## src/include/cmp_pkg.sv

```systemverilog
/*
  Shared constants and carrier types for the comparator control bank.
  Assumes an 8-bit APB byte address and an 8-bit register width.
*/
package cmp_pkg;

  // ----------------------------------------
  // register byte offsets
  // ----------------------------------------
  localparam int ADDR_W = 8;
  localparam logic [7:0] OFF_SYNC_CTL_A = 8'h00;
  localparam logic [7:0] OFF_SYNC_CTL_B = 8'h04;
  localparam logic [7:0] OFF_SYNC_DEBOUNCE = 8'h08;
  localparam logic [7:0] OFF_SYNC_DELAY = 8'h0C;
  localparam logic [7:0] OFF_PROT_CTL_A_BASE = 8'h20; // + 4*n, n = 1..5
  localparam logic [7:0] OFF_PROT_CTL_B_BASE = 8'h40; // + 4*n, n = 1..5
  localparam logic [7:0] OFF_PROT_DAC_BASE = 8'h60; // + 4*n, n = 1..5
  localparam logic [7:0] OFF_LEB_CTL = 8'h80;
  localparam logic [7:0] OFF_ACT_CTL_A = 8'h84;
  localparam logic [7:0] OFF_ACT_CTL_B = 8'h88;
  localparam logic [7:0] OFF_INT_STATUS = 8'h8C;
  localparam logic [7:0] OFF_INT_MASK = 8'h90;

  // ----------------------------------------
  // reset values and writable bits
  // ----------------------------------------
  localparam logic [7:0] RST_SYNC_CTL_A = 8'h20;
  localparam logic [7:0] RST_SYNC_CTL_B = 8'h04;
  localparam logic [7:0] RST_ZERO = 8'h00;
  localparam logic [7:0] WM_SYNC_CTL_A = 8'h7F;
  localparam logic [7:0] WM_SYNC_DEBOUNCE = 8'hBF;
  localparam logic [7:0] WM_SYNC_DELAY = 8'h3F;
  localparam logic [7:0] WM_PROT_CTL_A = 8'h7F;
  localparam logic [7:0] WM_PROT_CTL_B = 8'hEF;
  localparam logic [7:0] WM_ACT_CTL_A = 8'hFD;
  localparam logic [7:0] WM_ACT_CTL_B = 8'h03;
  localparam logic [7:0] WM_ALL = 8'hFF;

  // ----------------------------------------
  // field positions
  // ----------------------------------------
  localparam int BIT_RAW_OUT = 7;
  localparam int BIT_CALIB_MODE = 6;
  localparam int BIT_POWER_EN = 7;
  localparam int BIT_OUT_INVERT = 3;
  localparam int BIT_TRIG_SRC = 2;
  localparam int BIT_FDBDL = 7;
  localparam int BIT_CHAN_VOD = 4;
  localparam int BIT_BLANK_EN = 7;
  localparam int NUM_CHAN = 6;

  // channel 4 interrupts on rising edge, all others on falling
  localparam logic [5:0] IRQ_RISE_SEL = 6'h10;

  // ----------------------------------------
  // debounce timing counts (ticks of the debounce clock)
  // ----------------------------------------
  localparam logic [5:0] DB_SAT_CODE = 6'h30;
  localparam logic [5:0] DB_SAT_TICKS = 6'h30;

  // ----------------------------------------
  // types
  // ----------------------------------------
  typedef enum logic [3:0] {
    RID_SYNC_A, RID_SYNC_B, RID_SYNC_DB, RID_SYNC_DLY, RID_PROT_A, RID_PROT_B,
    RID_DAC, RID_LEB, RID_ACT_A, RID_ACT_B, RID_STAT, RID_MASK, RID_NONE
  } reg_id_t;

  typedef struct packed {
    reg_id_t id;
    logic [2:0] ch;
  } reg_dec_t;

  // filtered signals and the blanking enable to the pulse generator, timers and converter
  typedef struct packed {
    logic sync_delayed_trigger;
    logic sync_filtered_out;
    logic [5:1] chan_filtered_out;
    logic chan3_blanking_enable;
  } route_t;

  // settings towards the analog comparator cores
  typedef struct packed {
    logic [5:0] chan_power_enable;
    logic [5:0] calib_mode;
    logic [5:0] sync_offset_trim;
    logic [7:0] sync_ctl_b;
    logic [5:1][7:0] prot_ctl_a;
    logic [5:1][7:0] prot_dac;
    logic [7:0] blanking;
    logic [7:0] action_a;
    logic [7:0] action_b;
  } analog_ctl_t;

endpackage

```

## src/hw/cmp_debounce.sv

```systemverilog
/*
  Debounce / delay filter for one comparator signal.
  Assumes din is already synchronous to pclk and tick is a one-cycle enable.
*/
`timescale 1ns/1ps

module cmp_debounce (
  // clock and reset
  input wire logic pclk,
  input wire logic presetn,
  // control
  input wire logic tick,
  input wire logic [5:0] sel,
  // data
  input wire logic din,
  output logic dout
);
  import cmp_pkg::*;

  logic dout_r, dout_nxt;
  logic [5:0] cnt_r, cnt_nxt;
  logic [5:0] limit;

  // ----------------------------------------
  // filter
  // ----------------------------------------
  // codes 11xxxx saturate at the longest window
  assign limit = (sel >= DB_SAT_CODE) ? DB_SAT_TICKS : sel;

  // output follows only after input held for limit ticks
  always_comb begin
    dout_nxt = dout_r;
    cnt_nxt = cnt_r;
    if (sel == 6'h00) begin
      dout_nxt = din;
      cnt_nxt = 6'h00;
    end else if (din == dout_r) begin
      cnt_nxt = 6'h00;
    end else if (tick) begin
      if (cnt_r + 6'h01 >= limit) begin
        dout_nxt = din;
        cnt_nxt = 6'h00;
      end else begin
        cnt_nxt = cnt_r + 6'h01;
      end
    end
  end

  always_ff @(posedge pclk or negedge presetn) begin
    if (!presetn) begin
      dout_r <= 1'b0;
      cnt_r <= 6'h00;
    end else begin
      dout_r <= dout_nxt;
      cnt_r <= cnt_nxt;
    end
  end

  assign dout = dout_r;
endmodule

```

## src/hw/cmp_bank.sv

```systemverilog
/*
  Comparator control bank: APB registers, output conditioning, edge
  interrupts and routing of filtered comparator outputs.
  Assumes comparator raw outputs may change at any time and are resynchronised
  here; the pulse input pin is used without a synchroniser; one clock, pclk at 20 MHz.
*/
// Implementation choices: the APB slave port and the address map.
`timescale 1ns/1ps

// Contract
// - six channels, five protect, one sync
// - falling edge irq, channel 4 rising
// - route sync trigger, sync output, channel 4
// - channels 1..5 and blanking to pulse generator
// - sync raw output readable at bit 7
// - bit 6 selects calibration mode
// - six-bit trim, reset value 100000
// - sync enable bit powers the channel
// - debounce code selects filter length
// - select bit picks trigger source
// - invert bit flips sync output
module cmp_bank (
  // clock and reset
  input wire logic pclk,
  input wire logic presetn,
  // apb slave
  input wire logic psel,
  input wire logic penable,
  input wire logic pwrite,
  input wire logic [cmp_pkg::ADDR_W-1:0] paddr,
  input wire logic [31:0] pwdata,
  output logic [31:0] prdata,
  output logic pready,
  output logic pslverr,
  // analog side
  input wire logic [5:0] cmp_raw,
  input wire logic pulse_gen_input_pin,
  output cmp_pkg::analog_ctl_t analog_ctl,
  // internal consumers
  output cmp_pkg::route_t route,
  output logic [5:0] irq_pulse,
  output logic irq
);
  import cmp_pkg::*;

  // ----------------------------------------
  // register decode
  // ----------------------------------------
  function automatic reg_dec_t decode(input logic [ADDR_W-1:0] a);
    reg_dec_t d;
    d.ch = a[4:2];
    d.id = RID_NONE;
    if (a[1:0] != 2'b00) begin
      d.id = RID_NONE;
    end else if (a == OFF_SYNC_CTL_A) begin
      d.id = RID_SYNC_A;
    end else if (a == OFF_SYNC_CTL_B) begin
      d.id = RID_SYNC_B;
    end else if (a == OFF_SYNC_DEBOUNCE) begin
      d.id = RID_SYNC_DB;
    end else if (a == OFF_SYNC_DELAY) begin
      d.id = RID_SYNC_DLY;
    end else if (a == OFF_LEB_CTL) begin
      d.id = RID_LEB;
    end else if (a == OFF_ACT_CTL_A) begin
      d.id = RID_ACT_A;
    end else if (a == OFF_ACT_CTL_B) begin
      d.id = RID_ACT_B;
    end else if (a == OFF_INT_STATUS) begin
      d.id = RID_STAT;
    end else if (a == OFF_INT_MASK) begin
      d.id = RID_MASK;
    end else if (d.ch >= 3'd1 && d.ch <= 3'd5) begin
      if (a[7:5] == OFF_PROT_CTL_A_BASE[7:5]) d.id = RID_PROT_A;
      else if (a[7:5] == OFF_PROT_CTL_B_BASE[7:5]) d.id = RID_PROT_B;
      else if (a[7:5] == OFF_PROT_DAC_BASE[7:5]) d.id = RID_DAC;
    end
    return d;
  endfunction

  reg_dec_t dec;
  logic wr_en;
  assign dec = decode(paddr);
  assign wr_en = psel && penable && pwrite && (dec.id != RID_NONE);
  // zero wait states: every access completes in its access phase
  assign pready = 1'b1;
  assign pslverr = psel && penable && (dec.id == RID_NONE);

  // ----------------------------------------
  // register file
  // ----------------------------------------
  logic [7:0] sync_a_r, sync_a_nxt, sync_b_r, sync_b_nxt;
  logic [7:0] sync_db_r, sync_db_nxt, sync_dly_r, sync_dly_nxt;
  logic [5:1][7:0] prot_a_r, prot_a_nxt, prot_b_r, prot_b_nxt, dac_r, dac_nxt;
  logic [7:0] leb_r, leb_nxt, act_a_r, act_a_nxt, act_b_r, act_b_nxt;
  logic [5:0] stat_r, stat_nxt, mask_r, mask_nxt;
  logic [5:0] pulse_r, pulse_nxt;

  // masked write; read-only bits keep their stored zero
  always_comb begin
    sync_a_nxt = sync_a_r;
    sync_b_nxt = sync_b_r;
    sync_db_nxt = sync_db_r;
    sync_dly_nxt = sync_dly_r;
    prot_a_nxt = prot_a_r;
    prot_b_nxt = prot_b_r;
    dac_nxt = dac_r;
    leb_nxt = leb_r;
    act_a_nxt = act_a_r;
    act_b_nxt = act_b_r;
    mask_nxt = mask_r;
    // set wins over a same-cycle write-one clear
    stat_nxt = stat_r | pulse_r;
    if (wr_en) begin
      unique case (dec.id)
        RID_SYNC_A: sync_a_nxt = pwdata[7:0] & WM_SYNC_CTL_A;
        RID_SYNC_B: sync_b_nxt = pwdata[7:0];
        RID_SYNC_DB: sync_db_nxt = pwdata[7:0] & WM_SYNC_DEBOUNCE;
        RID_SYNC_DLY: sync_dly_nxt = pwdata[7:0] & WM_SYNC_DELAY;
        RID_PROT_A: prot_a_nxt[dec.ch] = pwdata[7:0] & WM_PROT_CTL_A;
        RID_PROT_B: prot_b_nxt[dec.ch] = pwdata[7:0] & WM_PROT_CTL_B;
        RID_DAC: dac_nxt[dec.ch] = pwdata[7:0];
        RID_LEB: leb_nxt = pwdata[7:0];
        RID_ACT_A: act_a_nxt = pwdata[7:0] & WM_ACT_CTL_A;
        RID_ACT_B: act_b_nxt = pwdata[7:0] & WM_ACT_CTL_B;
        RID_STAT: stat_nxt = (stat_r & ~pwdata[5:0]) | pulse_r;
        RID_MASK: mask_nxt = pwdata[5:0];
        RID_NONE: ;
      endcase
    end
  end

  always_ff @(posedge pclk or negedge presetn) begin
    if (!presetn) begin
      sync_a_r <= RST_SYNC_CTL_A;
      sync_b_r <= RST_SYNC_CTL_B;
      sync_db_r <= RST_ZERO;
      sync_dly_r <= RST_ZERO;
      prot_a_r <= '0;
      prot_b_r <= '0;
      dac_r <= '0;
      leb_r <= RST_ZERO;
      act_a_r <= RST_ZERO;
      act_b_r <= RST_ZERO;
      stat_r <= 6'h00;
      mask_r <= 6'h00;
    end else begin
      sync_a_r <= sync_a_nxt;
      sync_b_r <= sync_b_nxt;
      sync_db_r <= sync_db_nxt;
      sync_dly_r <= sync_dly_nxt;
      prot_a_r <= prot_a_nxt;
      prot_b_r <= prot_b_nxt;
      dac_r <= dac_nxt;
      leb_r <= leb_nxt;
      act_a_r <= act_a_nxt;
      act_b_r <= act_b_nxt;
      stat_r <= stat_nxt;
      mask_r <= mask_nxt;
    end
  end

  // ----------------------------------------
  // input synchroniser and debounce clock
  // ----------------------------------------
  logic [5:0] meta_r, meta_nxt, raw_q_r, raw_q_nxt;
  logic div_r, div_nxt;
  logic db_tick;

  // first stage feeds only the second stage
  always_comb begin
    meta_nxt = cmp_raw;
    raw_q_nxt = meta_r;
    div_nxt = ~div_r;
  end

  always_ff @(posedge pclk or negedge presetn) begin
    if (!presetn) begin
      meta_r <= 6'h00;
      raw_q_r <= 6'h00;
      div_r <= 1'b0;
    end else begin
      meta_r <= meta_nxt;
      raw_q_r <= raw_q_nxt;
      div_r <= div_nxt;
    end
  end

  // debounce clock is fsys or fsys/2
  assign db_tick = sync_db_r[BIT_FDBDL] ? div_r : 1'b1;

  // ----------------------------------------
  // output conditioning and filters
  // ----------------------------------------
  logic [5:0] power_en, cond, filt;
  logic sync_comp_output, trig_src, dly_trig;

  // disabled channel reads as idle low
  assign power_en[0] = sync_b_r[BIT_POWER_EN];
  assign sync_comp_output = raw_q_r[0] ^ sync_b_r[BIT_OUT_INVERT];
  assign cond[0] = power_en[0] & sync_comp_output;
  assign trig_src = sync_b_r[BIT_TRIG_SRC] ? sync_comp_output : pulse_gen_input_pin;

  // sync channel: interrupt filter and delayed trigger
  cmp_debounce u_sync_db (
    .pclk(pclk),
    .presetn(presetn),
    .tick(db_tick),
    .sel(sync_db_r[5:0]),
    .din(cond[0]),
    .dout(filt[0])
  );

  cmp_debounce u_sync_dly (
    .pclk(pclk),
    .presetn(presetn),
    .tick(db_tick),
    .sel(sync_dly_r[5:0]),
    .din(trig_src),
    .dout(dly_trig)
  );

  // five protection channels share one structure
  for (genvar n = 1; n < NUM_CHAN; n++) begin : g_prot
    assign power_en[n] = prot_b_r[n][BIT_POWER_EN];
    assign cond[n] = power_en[n] & (raw_q_r[n] ^ prot_b_r[n][BIT_OUT_INVERT]);
    cmp_debounce u_db (
      .pclk(pclk),
      .presetn(presetn),
      .tick(db_tick),
      .sel({3'b000, prot_b_r[n][2:0]}),
      .din(cond[n]),
      .dout(filt[n])
    );
  end

  // ----------------------------------------
  // edge detect and interrupt
  // ----------------------------------------
  logic [5:0] filt_d_r, filt_d_nxt;

  // pulse on the active edge of each filtered output
  always_comb begin
    filt_d_nxt = filt;
    pulse_nxt = (IRQ_RISE_SEL & filt & ~filt_d_r) | (~IRQ_RISE_SEL & ~filt & filt_d_r);
  end

  always_ff @(posedge pclk or negedge presetn) begin
    if (!presetn) begin
      filt_d_r <= 6'h00;
      pulse_r <= 6'h00;
    end else begin
      filt_d_r <= filt_d_nxt;
      pulse_r <= pulse_nxt;
    end
  end

  assign irq_pulse = pulse_r;
  assign irq = |(stat_r & mask_r);

  // ----------------------------------------
  // routing and analog settings
  // ----------------------------------------
  assign route.sync_delayed_trigger = dly_trig;
  assign route.sync_filtered_out = filt[0];
  assign route.chan_filtered_out = filt[5:1];
  assign route.chan3_blanking_enable = leb_r[BIT_BLANK_EN];

  always_comb begin
    analog_ctl.chan_power_enable = power_en;
    analog_ctl.calib_mode[0] = sync_a_r[BIT_CALIB_MODE];
    for (int k = 1; k < NUM_CHAN; k++) begin
      analog_ctl.calib_mode[k] = prot_a_r[k][BIT_CALIB_MODE];
    end
    analog_ctl.sync_offset_trim = sync_a_r[5:0];
    analog_ctl.sync_ctl_b = sync_b_r;
    analog_ctl.prot_ctl_a = prot_a_r;
    analog_ctl.prot_dac = dac_r;
    analog_ctl.blanking = leb_r;
    analog_ctl.action_a = act_a_r;
    analog_ctl.action_b = act_b_r;
  end

  // ----------------------------------------
  // read mux
  // ----------------------------------------
  logic [7:0] rd_byte;

  always_comb begin
    rd_byte = 8'h00;
    unique case (dec.id)
      RID_SYNC_A: rd_byte = {raw_q_r[0], sync_a_r[6:0]};
      RID_SYNC_B: rd_byte = sync_b_r;
      RID_SYNC_DB: rd_byte = sync_db_r;
      RID_SYNC_DLY: rd_byte = sync_dly_r;
      RID_PROT_A: rd_byte = {raw_q_r[dec.ch], prot_a_r[dec.ch][6:0]};
      RID_PROT_B: rd_byte = prot_b_r[dec.ch] | ({7'h00, filt[dec.ch]} << BIT_CHAN_VOD);
      RID_DAC: rd_byte = dac_r[dec.ch];
      RID_LEB: rd_byte = leb_r;
      RID_ACT_A: rd_byte = act_a_r;
      RID_ACT_B: rd_byte = act_b_r;
      RID_STAT: rd_byte = {2'b00, stat_r};
      RID_MASK: rd_byte = {2'b00, mask_r};
      RID_NONE: rd_byte = 8'h00;
    endcase
    prdata = {24'h000000, rd_byte};
  end
endmodule

```

## config.mk

```make
export PLATFORM = sky130hd
export DESIGN_NAME = cmp_bank
export DESIGN_NICKNAME = d
export VERILOG_FILES = /design/src/include/cmp_pkg.sv /design/src/hw/cmp_debounce.sv /design/src/hw/cmp_bank.sv
export SDC_FILE = /design/constraint.sdc
export NUM_CORES = 1
export LEC_CHECK = 0
export BUFFER_PORTS_ARGS = -buffer_cell sky130_fd_sc_hd__buf_2
export CORE_AREA = 2 2 195 197
export DETAILED_ROUTE_END_ITERATION = 16
export DIE_AREA = 0 0 197 199
export GPL_TIMING_DRIVEN = 0
export HOLD_SLACK_MARGIN = 0.03
export PLACE_DENSITY = 0.54
export SLEW_MARGIN = 20
export SYNTH_ARGS = -nofsm -noshare
export SYNTH_HDL_FRONTEND = slang
export SYNTH_SLANG_ARGS = --single-unit
```

## constraint.sdc

```tcl
create_clock -name pclk -period 2.65 [get_ports pclk]
set_input_delay 0.3975 -clock pclk [delete_from_list [all_inputs] [get_ports pclk]]
set_output_delay 0.3975 -clock pclk [all_outputs]
set_load 0.01 [all_outputs]
```

==> run metrics <==
worst setup path category=in -> out; die area=39200 um2; RSZ-0062 raised after global routing=yes; area leader, netlist=dfrtp_1; residual DRC count=0; CTS Sinks=241; core area=37100 um2; number of global-route vias before repair=10100; register area share after synthesis=47.2%; maxcap violations=0; EDFF count, synth=0; number of buffers created by CTS=29; initial core utilization=34.4%; status=complete, but fails checks; Placer Congestion=0.941; Die Y=199 um; mux contribution to synthesized area=19.2%; Synth top area share=46.8%; GRT Util Overall=22.2%; LEAKAGE=8.31 nW; Mapped Cells=1132; clock-pin slew on the worst setup and hold paths=60 ps; Async SR Flop Fraction=100%; pre-CTS WS=-1690 ps; Clock Tree Root=clkbuf_16; Synth Area in Simple Gates=11.2%; H-Tree Level Count=1; Setup WS post-layout=-14.3 ps; Max-slew headroom=38.8%; share of cells above drive strength 1=43.4%; Final Cycle Share=101%; Compound-Gate Fraction of Synth Area=10.6%; CP Capture Type=primary output; boundary pin count=231; WL/cell=23.1 um; Post-DP HPWL=31800 um; final hold slack=150 ps; Hold Path Origin=pwdata[1]; Tmin final=2660 ps; GRT overflow=0; final hold viol count=0; 1st-iter DRT viols=564; clk buf depth=3; CP arrival=2270 ps; peak supply drop=0.460 mV; Via density=5.36; FP Rows=71; filler instances=3523; Cell Area, Synth=12800 um2; CP Launch Point=paddr[4]; CTS tree=done; crit start category=primary input; xor/xnor cell area share of the yosys netlist=2.13%; Final #Nets=1486; synthesis-stage register bit count=241; worst r2r src=u_sync_db.cnt_r[0]; Adder-Cell Fraction of Synth Area=3.33%; worst-skew pair later-pin latency=570 ps; main flop type after synthesis=dfrtp_1; first-pass GRT wire length=64600 um; Finish-stage setup viols=2; Antenna diodes=0; warning count from the yosys run=0; Post-synth top cells=dfrtp_1, mux2_2, nand2_1, buf_4, inv_1; pwr/cell area=532 nW/um2; Worst Path Max Fanout=10; Hold Crit Class=in -> reg; chip width=197 um; main combinational cell family by area after synthesis=multiplexers; Critical Path RT=2250 ps; failing checks=negative setup slack; largest net degree at the start of global routing=95; worst-margin pin slew=918 ps; Cell variety after synth=72; antenna violation net count after detailed routing=0; via count=10200; initial antenna violation count=0; area delta synth->final=29.1%; top-count cell post-synth=dfrtp_1; top cells by area, synth=dfrtp_1, mux2_2, buf_4; syn avg cell area=11.3 um2; Post-Route WL=43800 um; fmax=375 MHz; Worst Skew=27.3 ps; pins over their slew limit=0; DRT Pass-1 Iters=5; I/O Buffers=167
## worst paths after layout
check | endpoint | slack [ps] | depth (start not counted)
worst max-delay path | prdata[0] | -10 | 9
worst min-delay path | sync_b_r[1] | 150 | 2
worst max register to register | u_sync_db.cnt_r[5] | 150 | 10
worst min register to register | raw_q_r[1] | 340 | 0
max in group asynchronous | analog_ctl[49] | 1280 | 3
min in group asynchronous | meta_r[0] | 410 | 2
## per-stage QoR
stage	total power, mW	setup TNS, ps	utilization [%]	instance area, um2	std cells
3_5_place_dp	4.33	-80030	38.8	14400	1810
3_3_place_gp	4.32	-871330	38.6	14300	1808
6_report	8.78	-25.0	44.4	16500	1897
5_1_grt	9.06	-388	44.4	16500	1897
2_1_floorplan	4.06	0	-	12900	1167
4_1_cts	8.83	-88.3	43.4	16100	1885
## worst max-delay path: stages
cell and delay, ps:
buf_4 140, buf_8 140, clkbuf_2 200, clkbuf_2 240
clkbuf_4 250, o22ai_2 210, nand4_1 230, a31oi_4 300
buf_6 140
## flip-flops by register name, indices dropped and copies added (netlist names)
| signal | flops |
|---|---|
| analog_ctl | 80 |
| g_prot.u_db.cnt_r | 30 |
| prot_b_r | 30 |
| leb_r | 8 |
| sync_b_r | 8 |
| act_a_r | 7 |
| sync_a_r | 7 |
| sync_db_r | 7 |
| filt_d_r | 6 |
| irq_pulse | 6 |
| mask_r | 6 |
| meta_r | 6 |
| raw_q_r | 6 |
| stat_r | 6 |
| sync_dly_r | 6 |
| u_sync_db.cnt_r | 6 |
| u_sync_dly.cnt_r | 6 |
| g_prot.u_db.dout | 5 |
| act_b_r | 2 |
| div_r | 1 |
| u_sync_db.dout | 1 |
| u_sync_dly.dout | 1 |
## kinds of logic after synthesis
family / after synthesis
buf+inv: 148
mux: 219
xor+xnor: 31
other cells: 2
fa+ha+maj: 34
compound gates: 196
flops: 241
simple gates: 261
## metal layers
layer / global-route usage (%) / wire length [um] / up-vias
met5: 0 / 0 / -
met3: 5.71 / 3770 / 89
met4: 7.99 / 1470 / 0
met2: 34.7 / 19700 / 412
li1: - / - / 4554
met1: 29.8 / 18900 / 5107
## placed cells by master, fill, tap and decap left out, types with 22 or more instances in the layout
cell / netlist / final
nand3_1: 22 / 22
mux2i_1: 32 / 24
buf_4: 57 / 85
mux2_2: 185 / 185
dfrtp_1: 239 / 234
conb_1: 2 / 37
ha_1: 34 / 34
clkbuf_16: 0 / 33
nand2_1: 71 / 69
a22oi_1: 35 / 32
inv_1: 37 / 36
o22ai_1: 25 / 22
nor2_1: 36 / 31
buf_2: 12 / 162
## where the power goes
| part | total (mW) | internal, mW | switching, mW |
|---|---|---|---|
| Combinational | 0.640 | 0.234 | 0.406 |
| Clock | 4.40 | 2.75 | 1.65 |
| Sequential | 3.74 | 3.71 | 0.0301 |
## cell type report
cell class / instances / area [um2] / area share (%)
timing repair buffer: 205 / 1310 / 7.92
buffer: 108 / 875 / 5.30
clock buffer: 38 / 820 / 4.97
multi-input combinational: 778 / 6480 / 39.3
clock inverter: 16 / 240 / 1.46
tap: 474 / 593 / 3.60
inverter: 37 / 139 / 0.842
sequential: 241 / 6040 / 36.6
## repair_timing
item                                   in CTS  in global routing
setup endpoints to repair                  37                 18
pin swaps                                  14                 21
endpoints found under the hold margin      84                  0
setup buffers                              16                 10
hold buffers                                7                  0
resized for setup                         128                 65
cloned                                      0                  3
Power figures use the tool's default switching activity.
